===== src/rtl/cfg_bank_pkg.sv =====
// Constants and shared types of the paged configuration bank
package cfg_bank_pkg;
	localparam int WORD_BITS = 24;
	localparam int ADDR_BITS = 16;
	localparam int DATA_BITS = 8;
	localparam logic [4:0] LAST_ADDR_BIT = 5'h0F;
	localparam logic [4:0] LAST_WORD_BIT = 5'h17;
	localparam logic [4:0] FIRST_DATA_BIT = 5'h10;
	localparam logic [14:0] OFS_PAGE_MAIN = 15'h0012;
	localparam logic [14:0] OFS_PAGE_ANALOG = 15'h0013;
	localparam logic [14:0] OFS_TRIM_RATE = 15'h0064;
	localparam logic [14:0] OFS_REF_MASK = 15'h006A;
	localparam logic [14:0] OFS_SWING = 15'h006F;
	localparam logic [14:0] OFS_DEEMPH = 15'h0071;
	localparam logic [14:0] OFS_CW1_LO = 15'h008D;
	localparam logic [14:0] OFS_CW1_HI = 15'h008E;
	localparam logic [14:0] OFS_CW2_LO = 15'h008F;
	localparam logic [14:0] OFS_CW2_HI = 15'h0090;
	localparam logic [14:0] OFS_TEST_CTRL = 15'h0091;
	localparam logic [14:0] OFS_SPECIAL0 = 15'h00AB;
	localparam logic [14:0] OFS_SPECIAL1 = 15'h00AC;
	localparam logic [14:0] OFS_DDC_AB = 15'h00AD;
	localparam logic [14:0] OFS_DDC_CD = 15'h00AE;
	localparam logic [14:0] OFS_TRIM_GO = 15'h00B7;
	localparam int BIT_SEL_LINK_CD = 6;
	localparam int BIT_SEL_LINK_AB = 5;
	localparam int BIT_SEL_CHAN_A = 1;
	localparam int BIT_SEL_TOP = 0;
	localparam int BIT_SEL_ANALOG = 0;
	localparam int BIT_TRIM_RATE = 1;
	localparam int BIT_REF_MASK = 1;
	localparam int BIT_SPECIAL = 0;
	localparam int BIT_TRIM_GO = 0;
	localparam int LSB_CHOICE = 4;
	localparam int LSB_SWING = 4;
	localparam int LSB_DEEMPH_B = 6;
	localparam logic [3:0] PAT_DEFAULT = 4'h0;
	localparam logic [3:0] PAT_ZEROS = 4'h1;
	localparam logic [3:0] PAT_ONES = 4'h2;
	localparam logic [3:0] PAT_TOGGLE = 4'h3;
	localparam logic [3:0] PAT_RAMP = 4'h4;
	localparam logic [3:0] PAT_CUSTOM1 = 4'h6;
	localparam logic [3:0] PAT_ALT = 4'h7;
	localparam logic [3:0] PAT_DESKEW = 4'h8;
	localparam logic [15:0] DESKEW_WORD = 16'hAAAA;
	localparam logic [15:0] ALL_ONES = 16'hFFFF;
	localparam logic [15:0] RAMP_STEP = 16'h0001;
	localparam logic [7:0] RST_BYTE = 8'h00;
	typedef struct packed {
		logic [2:0] sen_s;
		logic [2:0] clk_s;
		logic [2:0] din_s;
		logic sen_l;
		logic clk_l;
		logic din_l;
		logic [22:0] shreg;
		logic [4:0] cnt;
		logic rd;
		logic load;
		logic [7:0] rsh;
		logic dout;
		logic oe_n;
		logic wr;
		logic [14:0] addr;
		logic [7:0] wdata;
	} port_st_t;
	localparam port_st_t PORT_RST = '{sen_s: 3'h7, sen_l: 1'b1, oe_n: 1'b1, default: '0};
endpackage


===== src/rtl/reg_access_if.sv =====
// Register access strobe, address and data between serial port and bank
`timescale 1ns/1ps
`default_nettype none
interface reg_access_if;
	logic wr_stb;
	logic [14:0] addr;
	logic [7:0] wdata;
	logic [7:0] rdata;
	modport port(output wr_stb, output addr, output wdata, input rdata);
	modport bank(input wr_stb, input addr, input wdata, output rdata);
endinterface
`default_nettype wire


===== src/rtl/serial_reg_port.sv =====
// Serial 24-bit register access port, oversampled on the system clock
`timescale 1ns/1ps
`default_nettype none
module serial_reg_port (
	input wire logic clk,
	input wire logic rst_n,
	input wire logic sen_n_pin,
	input wire logic sclk_pin,
	input wire logic sdin_pin,
	output logic sdout,
	output logic sdout_oe_n,
	reg_access_if.port acc
);
	cfg_bank_pkg::port_st_t q;
	cfg_bank_pkg::port_st_t next_q;
	logic sen_chg;
	logic clk_chg;
	logic din_chg;
	logic rise;
	logic fall;

	// A pin level counts once the second and third stages agree
	assign sen_chg = (q.sen_s[1] == q.sen_s[2]) && (q.sen_s[2] != q.sen_l);
	assign clk_chg = (q.clk_s[1] == q.clk_s[2]) && (q.clk_s[2] != q.clk_l);
	assign din_chg = (q.din_s[1] == q.din_s[2]) && (q.din_s[2] != q.din_l);
	assign rise = clk_chg && q.clk_s[2] && !q.sen_l;
	assign fall = clk_chg && !q.clk_s[2] && !q.sen_l;

	always_comb begin
		next_q = q;
		next_q.sen_s = {q.sen_s[1:0], sen_n_pin};
		next_q.clk_s = {q.clk_s[1:0], sclk_pin};
		next_q.din_s = {q.din_s[1:0], sdin_pin};
		next_q.wr = 1'b0;
		next_q.load = 1'b0;
		if (sen_chg) begin
			next_q.sen_l = q.sen_s[2];
		end
		if (clk_chg) begin
			next_q.clk_l = q.clk_s[2];
		end
		if (din_chg) begin
			next_q.din_l = q.din_s[2];
		end
		if (q.sen_l) begin
			next_q.cnt = 5'h00;
			next_q.oe_n = 1'b1;
		end else if (rise) begin
			next_q.shreg = {q.shreg[21:0], q.din_l};
			next_q.cnt = q.cnt + 5'h01;
			if (q.cnt == cfg_bank_pkg::LAST_ADDR_BIT) begin
				next_q.addr = {q.shreg[13:0], q.din_l};
				next_q.rd = q.shreg[14];
				next_q.load = 1'b1;
			end
			if (q.cnt == cfg_bank_pkg::LAST_WORD_BIT) begin
				// Words repeat back to back while enable stays low
				next_q.cnt = 5'h00;
				next_q.wdata = {q.shreg[6:0], q.din_l};
				next_q.wr = !q.rd;
			end
		end else if (fall) begin
			if (q.rd && q.cnt >= cfg_bank_pkg::FIRST_DATA_BIT) begin
				next_q.dout = q.rsh[7];
				next_q.rsh = {q.rsh[6:0], 1'b0};
				next_q.oe_n = 1'b0;
			end else begin
				next_q.oe_n = 1'b1;
			end
		end
		if (q.load) begin
			next_q.rsh = acc.rdata;
		end
	end

	always_ff @(posedge clk or negedge rst_n) begin
		if (!rst_n) begin
			q <= cfg_bank_pkg::PORT_RST;
		end else begin
			q <= next_q;
		end
	end

	assign acc.wr_stb = q.wr;
	assign acc.addr = q.addr;
	assign acc.wdata = q.wdata;
	assign sdout = q.dout;
	assign sdout_oe_n = q.oe_n;

	word_end_a: assert property (@(posedge clk) disable iff (!rst_n) q.wr |-> $past(q.cnt) == 5'h17 && q.cnt == 5'h00)
		else $error("write strobe not at end of 24-bit word");
endmodule
`default_nettype wire


===== src/rtl/paged_config_register_bank.sv =====
// Paged configuration register bank with test pattern source
// Overview of operation
// - Page select bit 6 enables link page CD, bit 5 link page AB.
// - Page select bits 4..1 enable channel pages D, C, B, A.
// - Page select bit 0 enables the top digital page.
// - Bit 0 at 13h enables the analog page.
// - Bit 1 at 64h picks trim load rate: 0 is 375, 1 is 500 MSPS.
// - First custom word sits at 8Dh/8Eh, sent in single or dual custom choice.
// - Second custom word sits at 8Fh/90h, used only in alternating choice.
// - Bits 7-4 at 91h choose the test output pattern.
// - Bits 3..0 at 91h put the pattern on channels D, C, B, A.
// - Bits 3-0 at Downconv_mode_pair_ab give the pair AB down-conversion mode.
// - Bits 3-0 at Downconv_mode_pair_cd give the pair CD down-conversion mode.
// - Setting bit 0 at B7h starts a trim load.
// - Bit 1 at 6Ah masks the reference pulse input.
// - Bits 6-4 at 6Fh hold the driver swing code.
// - Bits 5-0 at 71h hold the lane A de-emphasis code.
// - Bits 7-6 at 71h hold lane B de-emphasis bits 5 and 4.
// - Every register reads zero after reset.
// - Each access is 24 bits: a read flag, 15 address bits, then 8 data bits.
`timescale 1ns/1ps
`default_nettype none
module paged_config_register_bank (
	input wire logic clk,
	input wire logic rst_n,
	input wire logic sen_n,
	input wire logic sclk,
	input wire logic sdin,
	input wire logic sysref_in,
	output logic sdout,
	output logic sdout_oe_n,
	output logic sel_link_page_cd,
	output logic sel_link_page_ab,
	output logic sel_chan_page_d,
	output logic sel_chan_page_c,
	output logic sel_chan_page_b,
	output logic sel_chan_page_a,
	output logic sel_top_digital_page,
	output logic sel_analog_page,
	output logic trim_rate_sel,
	output logic trim_load_go,
	output logic [15:0] custom_word_one,
	output logic [15:0] custom_word_two,
	output logic [3:0] test_output_choice,
	output logic [3:0] test_out_en,
	output logic [15:0] test_word,
	output logic [3:0] test_active,
	output logic special_setting_bit_zero,
	output logic special_setting_bit_one,
	output logic [3:0] downconv_mode_ab,
	output logic [3:0] downconv_mode_cd,
	output logic ref_pulse_mask,
	output logic sysref_out,
	output logic [2:0] driver_swing_code,
	output logic [5:0] deemph_code_lane_a,
	output logic [1:0] deemph_code_lane_b_hi
);
	typedef struct packed {
		logic [6:0] sel_main;
		logic sel_analog;
		logic trim_rate;
		logic [15:0] cw1;
		logic [15:0] cw2;
		logic [3:0] choice;
		logic [3:0] en;
		logic special0;
		logic special1;
		logic [3:0] ddc_ab;
		logic [3:0] ddc_cd;
		logic trim_bit;
		logic trim_pulse;
		logic ref_mask;
		logic [2:0] swing;
		logic [5:0] deemph_a;
		logic [1:0] deemph_b_hi;
		logic [2:0] sysref_s;
		logic sysref_l;
		logic sysref_o;
		logic alt;
		logic [15:0] ramp;
		logic [15:0] pat_word;
		logic [3:0] pat_active;
	} bank_st_t;

	bank_st_t q;
	bank_st_t next_q;
	reg_access_if acc ();
	logic dig;
	logic ana;
	logic choice_ok;
	logic [3:0] act_c;
	logic [7:0] rdata_c;

	serial_reg_port u_port (
		.clk(clk),
		.rst_n(rst_n),
		.sen_n_pin(sen_n),
		.sclk_pin(sclk),
		.sdin_pin(sdin),
		.sdout(sdout),
		.sdout_oe_n(sdout_oe_n),
		.acc(acc.port)
	);

	assign dig = q.sel_main[cfg_bank_pkg::BIT_SEL_TOP];
	assign ana = q.sel_analog;

	// Reserved codes 5 and 9..15 leave the data path untouched
	always_comb begin
		case (q.choice)
			cfg_bank_pkg::PAT_ZEROS,
			cfg_bank_pkg::PAT_ONES,
			cfg_bank_pkg::PAT_TOGGLE,
			cfg_bank_pkg::PAT_RAMP,
			cfg_bank_pkg::PAT_CUSTOM1,
			cfg_bank_pkg::PAT_ALT,
			cfg_bank_pkg::PAT_DESKEW: begin
				choice_ok = 1'b1;
			end
			default: begin
				choice_ok = 1'b0;
			end
		endcase
	end

	for (genvar i = 0; i < 4; i++) begin : g_chan
		assign act_c[i] = q.en[i] && choice_ok;
	end

	// Read mux; pages share no offsets, so OR-ing hits is safe
	always_comb begin
		rdata_c = cfg_bank_pkg::RST_BYTE;
		case (acc.addr)
			cfg_bank_pkg::OFS_PAGE_MAIN: begin
				rdata_c = {1'b0, q.sel_main};
			end
			cfg_bank_pkg::OFS_PAGE_ANALOG: begin
				rdata_c = {7'h00, q.sel_analog};
			end
			default: begin
			end
		endcase
		if (dig) begin
			case (acc.addr)
				cfg_bank_pkg::OFS_TRIM_RATE: begin
					rdata_c = rdata_c | (8'(q.trim_rate) << cfg_bank_pkg::BIT_TRIM_RATE);
				end
				cfg_bank_pkg::OFS_CW1_LO: begin
					rdata_c = rdata_c | q.cw1[7:0];
				end
				cfg_bank_pkg::OFS_CW1_HI: begin
					rdata_c = rdata_c | q.cw1[15:8];
				end
				cfg_bank_pkg::OFS_CW2_LO: begin
					rdata_c = rdata_c | q.cw2[7:0];
				end
				cfg_bank_pkg::OFS_CW2_HI: begin
					rdata_c = rdata_c | q.cw2[15:8];
				end
				cfg_bank_pkg::OFS_TEST_CTRL: begin
					rdata_c = rdata_c | {q.choice, q.en};
				end
				cfg_bank_pkg::OFS_SPECIAL0: begin
					rdata_c = rdata_c | 8'(q.special0);
				end
				cfg_bank_pkg::OFS_SPECIAL1: begin
					rdata_c = rdata_c | 8'(q.special1);
				end
				cfg_bank_pkg::OFS_DDC_AB: begin
					rdata_c = rdata_c | {4'h0, q.ddc_ab};
				end
				cfg_bank_pkg::OFS_DDC_CD: begin
					rdata_c = rdata_c | {4'h0, q.ddc_cd};
				end
				cfg_bank_pkg::OFS_TRIM_GO: begin
					rdata_c = rdata_c | 8'(q.trim_bit);
				end
				default: begin
				end
			endcase
		end
		if (ana) begin
			case (acc.addr)
				cfg_bank_pkg::OFS_REF_MASK: begin
					rdata_c = rdata_c | (8'(q.ref_mask) << cfg_bank_pkg::BIT_REF_MASK);
				end
				cfg_bank_pkg::OFS_SWING: begin
					rdata_c = rdata_c | (8'(q.swing) << cfg_bank_pkg::LSB_SWING);
				end
				cfg_bank_pkg::OFS_DEEMPH: begin
					rdata_c = rdata_c | {q.deemph_b_hi, q.deemph_a};
				end
				default: begin
				end
			endcase
		end
	end

	assign acc.rdata = rdata_c;

	always_comb begin
		next_q = q;
		next_q.trim_pulse = 1'b0;
		if (acc.wr_stb) begin
			// Only defined bits are stored, so unused ones read zero
			case (acc.addr)
				cfg_bank_pkg::OFS_PAGE_MAIN: begin
					next_q.sel_main = acc.wdata[6:0];
				end
				cfg_bank_pkg::OFS_PAGE_ANALOG: begin
					next_q.sel_analog = acc.wdata[cfg_bank_pkg::BIT_SEL_ANALOG];
				end
				default: begin
				end
			endcase
			// Separate page checks; pages share no offsets, so one write lands in one page only
			if (dig) begin
				case (acc.addr)
					cfg_bank_pkg::OFS_TRIM_RATE: begin
						next_q.trim_rate = acc.wdata[cfg_bank_pkg::BIT_TRIM_RATE];
					end
					cfg_bank_pkg::OFS_CW1_LO: begin
						next_q.cw1[7:0] = acc.wdata;
					end
					cfg_bank_pkg::OFS_CW1_HI: begin
						next_q.cw1[15:8] = acc.wdata;
					end
					cfg_bank_pkg::OFS_CW2_LO: begin
						next_q.cw2[7:0] = acc.wdata;
					end
					cfg_bank_pkg::OFS_CW2_HI: begin
						next_q.cw2[15:8] = acc.wdata;
					end
					cfg_bank_pkg::OFS_TEST_CTRL: begin
						next_q.choice = acc.wdata[cfg_bank_pkg::LSB_CHOICE +: 4];
						next_q.en = acc.wdata[3:0];
					end
					cfg_bank_pkg::OFS_SPECIAL0: begin
						next_q.special0 = acc.wdata[cfg_bank_pkg::BIT_SPECIAL];
					end
					cfg_bank_pkg::OFS_SPECIAL1: begin
						next_q.special1 = acc.wdata[cfg_bank_pkg::BIT_SPECIAL];
					end
					cfg_bank_pkg::OFS_DDC_AB: begin
						next_q.ddc_ab = acc.wdata[3:0];
					end
					cfg_bank_pkg::OFS_DDC_CD: begin
						next_q.ddc_cd = acc.wdata[3:0];
					end
					cfg_bank_pkg::OFS_TRIM_GO: begin
						next_q.trim_bit = acc.wdata[cfg_bank_pkg::BIT_TRIM_GO];
						next_q.trim_pulse = acc.wdata[cfg_bank_pkg::BIT_TRIM_GO];
					end
					default: begin
					end
				endcase
			end
			if (ana) begin
				case (acc.addr)
					cfg_bank_pkg::OFS_REF_MASK: begin
						next_q.ref_mask = acc.wdata[cfg_bank_pkg::BIT_REF_MASK];
					end
					cfg_bank_pkg::OFS_SWING: begin
						next_q.swing = acc.wdata[cfg_bank_pkg::LSB_SWING +: 3];
					end
					cfg_bank_pkg::OFS_DEEMPH: begin
						next_q.deemph_a = acc.wdata[5:0];
						next_q.deemph_b_hi = acc.wdata[cfg_bank_pkg::LSB_DEEMPH_B +: 2];
					end
					default: begin
					end
				endcase
			end
		end
		// Reference pulse pin: three stages, level taken on agreement
		next_q.sysref_s = {q.sysref_s[1:0], sysref_in};
		if (q.sysref_s[1] == q.sysref_s[2]) begin
			next_q.sysref_l = q.sysref_s[2];
		end
		next_q.sysref_o = q.sysref_l && !q.ref_mask;
		// Pattern source advances every clock; toggle and ramp are free-running
		next_q.alt = !q.alt;
		next_q.ramp = q.ramp + cfg_bank_pkg::RAMP_STEP;
		case (q.choice)
			cfg_bank_pkg::PAT_ONES: begin
				next_q.pat_word = cfg_bank_pkg::ALL_ONES;
			end
			cfg_bank_pkg::PAT_TOGGLE: begin
				next_q.pat_word = q.alt ? cfg_bank_pkg::ALL_ONES : 16'h0000;
			end
			cfg_bank_pkg::PAT_RAMP: begin
				next_q.pat_word = q.ramp;
			end
			cfg_bank_pkg::PAT_CUSTOM1: begin
				next_q.pat_word = q.cw1;
			end
			cfg_bank_pkg::PAT_ALT: begin
				next_q.pat_word = q.alt ? q.cw2 : q.cw1;
			end
			cfg_bank_pkg::PAT_DESKEW: begin
				next_q.pat_word = cfg_bank_pkg::DESKEW_WORD;
			end
			default: begin
				next_q.pat_word = 16'h0000;
			end
		endcase
		next_q.pat_active = act_c;
	end

	always_ff @(posedge clk or negedge rst_n) begin
		if (!rst_n) begin
			q <= '0;
		end else begin
			q <= next_q;
		end
	end

	assign sel_link_page_cd = q.sel_main[cfg_bank_pkg::BIT_SEL_LINK_CD];
	assign sel_link_page_ab = q.sel_main[cfg_bank_pkg::BIT_SEL_LINK_AB];
	assign sel_chan_page_d = q.sel_main[cfg_bank_pkg::BIT_SEL_CHAN_A + 3];
	assign sel_chan_page_c = q.sel_main[cfg_bank_pkg::BIT_SEL_CHAN_A + 2];
	assign sel_chan_page_b = q.sel_main[cfg_bank_pkg::BIT_SEL_CHAN_A + 1];
	assign sel_chan_page_a = q.sel_main[cfg_bank_pkg::BIT_SEL_CHAN_A];
	assign sel_top_digital_page = q.sel_main[cfg_bank_pkg::BIT_SEL_TOP];
	assign sel_analog_page = q.sel_analog;
	assign trim_rate_sel = q.trim_rate;
	assign trim_load_go = q.trim_pulse;
	assign custom_word_one = q.cw1;
	assign custom_word_two = q.cw2;
	assign test_output_choice = q.choice;
	assign test_out_en = q.en;
	assign test_word = q.pat_word;
	assign test_active = q.pat_active;
	assign special_setting_bit_zero = q.special0;
	assign special_setting_bit_one = q.special1;
	assign downconv_mode_ab = q.ddc_ab;
	assign downconv_mode_cd = q.ddc_cd;
	assign ref_pulse_mask = q.ref_mask;
	assign sysref_out = q.sysref_o;
	assign driver_swing_code = q.swing;
	assign deemph_code_lane_a = q.deemph_a;
	assign deemph_code_lane_b_hi = q.deemph_b_hi;

	link_page_a: assert property (@(posedge clk) disable iff (!rst_n)
		acc.wr_stb && acc.addr == cfg_bank_pkg::OFS_PAGE_MAIN |=>
		sel_link_page_cd == $past(acc.wdata[6]) && sel_link_page_ab == $past(acc.wdata[5]))
		else $error("link page select not taken from write");
	chan_page_a: assert property (@(posedge clk) disable iff (!rst_n)
		acc.wr_stb && acc.addr == cfg_bank_pkg::OFS_PAGE_MAIN |=>
		{sel_chan_page_d, sel_chan_page_c, sel_chan_page_b, sel_chan_page_a} == $past(acc.wdata[4:1]))
		else $error("channel page selects not taken from write");
	top_digital_page_gate_a: assert property (@(posedge clk) disable iff (!rst_n)
		acc.wr_stb && acc.addr == cfg_bank_pkg::OFS_TRIM_RATE && !sel_top_digital_page |=>
		$stable(trim_rate_sel))
		else $error("top page written while deselected");
	analog_gate_a: assert property (@(posedge clk) disable iff (!rst_n)
		acc.wr_stb && acc.addr == cfg_bank_pkg::OFS_SWING && !sel_analog_page |=>
		$stable(driver_swing_code))
		else $error("analog page written while deselected");
	trim_rate_a: assert property (@(posedge clk) disable iff (!rst_n)
		acc.wr_stb && acc.addr == cfg_bank_pkg::OFS_TRIM_RATE && sel_top_digital_page |=>
		trim_rate_sel == $past(acc.wdata[1]))
		else $error("trim rate bit not stored");
	custom_one_a: assert property (@(posedge clk) disable iff (!rst_n)
		test_output_choice == cfg_bank_pkg::PAT_CUSTOM1 |=> test_word == $past(custom_word_one))
		else $error("custom word one not on test output");
	alt_words_a: assert property (@(posedge clk) disable iff (!rst_n)
		test_output_choice == cfg_bank_pkg::PAT_ALT [*2] |=>
		(test_word == $past(custom_word_one) || test_word == $past(custom_word_two)) &&
		(test_word == $past(custom_word_two) || $past(test_word) == $past(custom_word_two, 2)))
		else $error("alternating custom words wrong");
	deskew_word_a: assert property (@(posedge clk) disable iff (!rst_n)
		test_output_choice == cfg_bank_pkg::PAT_DESKEW |=> test_word == 16'hAAAA)
		else $error("deskew word wrong");
	chan_active_a: assert property (@(posedge clk) disable iff (!rst_n)
		test_output_choice == cfg_bank_pkg::PAT_ONES |=> test_active == $past(test_out_en) && test_word == 16'hFFFF)
		else $error("per-channel pattern enable wrong");
	trim_pulse_a: assert property (@(posedge clk) disable iff (!rst_n)
		acc.wr_stb && acc.addr == cfg_bank_pkg::OFS_TRIM_GO && sel_top_digital_page && acc.wdata[0] |=>
		trim_load_go ##1 !trim_load_go)
		else $error("trim load pulse missing or too long");
	ref_mask_a: assert property (@(posedge clk) disable iff (!rst_n)
		ref_pulse_mask |=> !sysref_out)
		else $error("masked reference pulse passed");
	reset_zero_a: assert property (@(posedge clk) disable iff (!rst_n)
		$rose(rst_n) |-> q == '0 && !trim_load_go)
		else $error("register not zero after reset");
endmodule
`default_nettype wire


===== config.mk =====
export PLATFORM = sky130hd
export DESIGN_NAME = paged_config_register_bank
export DESIGN_NICKNAME = d
export VERILOG_FILES = /design/src/rtl/cfg_bank_pkg.sv /design/src/rtl/reg_access_if.sv /design/src/rtl/serial_reg_port.sv /design/src/rtl/paged_config_register_bank.sv
export SDC_FILE = /design/constraint.sdc
export NUM_CORES = 1
export LEC_CHECK = 0
export BUFFER_PORTS_ARGS = -buffer_cell sky130_fd_sc_hd__clkbuf_2
export CORE_ASPECT_RATIO = 1.4
export CORE_MARGIN = 1
export CORE_UTILIZATION = 60
export DETAILED_ROUTE_END_ITERATION = 12
export PLACE_DENSITY = 0.8
export SYNTH_ARGS = -nofsm -noshare
export SYNTH_HDL_FRONTEND = slang
export SYNTH_HIERARCHICAL = 1
export SYNTH_SLANG_ARGS = --single-unit

===== constraint.sdc =====
create_clock -name clk -period 5.6 [get_ports clk]
set_input_delay 0.56 -clock clk [delete_from_list [all_inputs] [get_ports clk]]
set_output_delay 0.56 -clock clk [all_outputs]
set_load 0.05 [all_outputs]

==> flow_summary.ini <==
[run_status]
status = complete, no violations

[grt]
grt_pass1_vias = 5877
antenna_found_initial = 0
grt_usage_pct = 28.42
grt_remaining_overflow = 0
grt_pass1_wl_um = 32980
grt_max_degree = 83

[timing]
maxSlewViolCount = 0
final.setup.tns_ns = 0
hold_viol_final = 0
post-route-period-util_pct = 48.18
tightest_slew_ns = 1.231
timing.hold.ws_ns = 0.2001
fin_skew_ns = 0.01089
slew_headroom_pct = 17.93
timing.fmax_mhz = 370.6
fin_crit_ns = 2.698
rsz0062_at_grt = no
setup-violations-final = 0

[synthesis]
ys_types = 73
synth_area_leaders = dfrtp_1 (50%), mux2_2 (13%), buf_4 (8.9%)
synth_area_leader_cell = dfrtp_1
synthFlopType = dfrtp_1
synth_top_cell_area_share_pct = 49.87
synth_edf_count = 0
yosysWarnings = 6
syn_area_um2 = 8932
synthCells = 720
ys_seq_area_share_pct = 51.34
synth.net_count = 729
syn_avg_cell_area_um2 = 12.41
async_flop_share_pct = 100.0
synth_seq_cells = 183

[setup_path]
arrival_ns = 3.08
end_kind = register
worst-setup-path-type = reg2reg
critical_path.cell_chain = or4b_1 > nor4_1 > a22oi_1 > a21oi_1 > a221o_1 > a221o_1
worst_ep_required_time_ns = 5.98
path_common_cell = a221o_1
cp_max_fo = 10
critPathSlowestCell = or4b_1
slowest_delay_ns = 0.77
critPathLaunchType = register

[placed_design]
place_inst = 883
hpwlAfterDp_um = 14870
place_congestion = 0.8991
io_buffers = 100

[floorplanning]
coreArea_um2 = 14510
rows = 52
die_h_um = 146.4
die_area_um2 = 15390
die_w_um = 105.1
io_pins = 101
initial_core_util_pct = 61.56

[final_layout]
finalNonFillerCells = 916
multi_input_area_um2 = 3387
nNetsFinal = 723
antennaDiodeCount = 0
final_common_cell = dfrtp_1
area_delta_synth_final_pct = 5.463
register_area_um2 = 4586
drive_above_1_share_pct = 38.10
nFillCells = 1066
final_cell_mix = dfrtp_1 (178), mux2_2 (104), clkbuf_2 (99)

[drt]
vias = 5745
wl_per_cell_um = 22.25
firstDrtPassIters = 7
antenna_left = 0
drc = 0
routed_via_density = 6.272
finalWirelength_um = 20380
detail_route.iter0.violations = 528

[clocking]
clock_path_buffers = 2
cts_sinks = 183
cts_tree = done
clock_latency_ns = 0.44
clk_pin_slew_worst_paths_ns = 0.07
htree_levels = 4
cts_buffers = 17
root_buffer = clkbuf_16

[pwr]
leakage_nw = 4.605
p_per_area_nw_per_um2 = 284.2
peakVddDrop_mv = 0.2019

[flow_run]
cap_violations = 0

[min_path]
holdCritPathClass = in2reg
-- registers in the layout, indices dropped and copies added (netlist names), 8 cells and up --
| name | cells |
|---|---|
| custom_word_one | 16 |
| q | 20 |
| u_port/acc.wdata | 8 |
| u_port/acc.addr | 15 |
| u_port/q | 36 |
| custom_word_two | 16 |
| test_word | 16 |
-- report_power, final --
group	total (mW)	switching (mW)	internal, mW	leakage, nW
logic	0.0598	0.0369	0.0229	1.82
registers	1.38	0.0277	1.35	2.48
clock network	1.24	0.511	0.730	0.297
-- metal layers --
| layer | up-vias | routed length (um) | GRT usage (%) |
|---|---|---|---|
| met2 | 261 | 10950 | 49.83 |
| met3 | 59 | 998 | 6.027 |
| met5 | - | 0 | 0 |
| met1 | 2921 | 7601 | 32.77 |
| li1 | 2504 | - | - |
| met4 | 0 | 831 | 14.23 |
-- metrics by stage --
step | instance area [um2] | power [mW] | worst slack (ns) | utilization, %
2_1_floorplan | 8932 | 1.420 | 3.241 | -
3_3_place_gp | 8791 | 1.459 | 3.001 | 60.59
3_5_place_dp | 8791 | 1.463 | 2.898 | 60.59
4_1_cts | 9420 | 2.695 | 2.902 | 64.93
5_1_grt | 9420 | 2.762 | 2.729 | 64.93
6_report | 9420 | 2.677 | 2.902 | 64.93
-- worst max-delay path, delay by kind of cell (launching register included) --
family             cells  cell delay [ns]
AOI/OAI and AO/OA      4             0.70
and+or+nand+nor        2             1.49
DFF                    1             0.45
-- logic make-up after synthesis --
logic type,count (synthesis),synth area share [%]
DFF,183,51.34
and+or+nand+nor,174,13.11
buffers and inverters,142,10.74
muxes,113,14.51
AOI/OAI and AO/OA,85,7.858
xor gates and xnor gates,16,1.569
adders and majority gates,7,0.8685
-- final timing paths --
| check | cells past startpoint | startpoint | to | slack, ns |
|---|---|---|---|---|
| worst max-delay path | 6 | u_port/acc.addr[3] | u_port/q[30] | 2.90 |
| worst min-delay path | 1 | sen_n | u_port/next_q[74] | 0.20 |
| worst max register to register | 6 | u_port/acc.addr[3] | u_port/q[30] | 2.90 |
| worst min register to register | 0 | next_q[40] | next_q[41] | 0.35 |
| max in group asynchronous | 3 | rst_n | u_port/acc.wdata[7] | 3.76 |
| min in group asynchronous | 2 | rst_n | q[28] | 0.55 |
-- Yosys cell counts, types with 3 or more instances --
cell	count
xor2_1	4
and4b_1	3
o211a_1	5
nand2b_1	7
a32oi_1	5
nand2_1	44
buf_6	3
or3_1	3
and3_1	7
nand3_1	12
nor4bb_1	3
nor4_1	8
a221o_1	12
nor3_4	6
o21ai_0	6
mux2_4	7
a22oi_1	9
and2_1	4
mux2_2	104
nand4b_1	3
nor2_1	12
buf_2	5
dfstp_2	5
nand4_1	8
dfrtp_1	178
buf_4	106
nor4_4	3
a221oi_1	8
a22o_1	7
clkbuf_1	14
inv_1	12
nor2b_1	15
maj3_1	4
a21oi_1	11
a222oi_1	12
nor3_1	5
xnor2_1	12
ha_1	3
-- area by class of cell --
cell class | instances | share of cell area, %
repair buffers | 105 | 5.804
clock buffers | 19 | 4.808
well taps | 189 | 2.510
clock inverters | 13 | 1.767
multi-input cells | 395 | 35.95
flip-flops and latches | 183 | 48.68
inverters | 12 | 0.4782
-- what timing repair did --
item,4_1_cts,5_1_grt
endpoints found under the hold margin,27,0
buffers inserted,0,0
resized for setup,0,0
hold buffers,1,0
No activity file was read; power rests on OpenSTA's default activity.
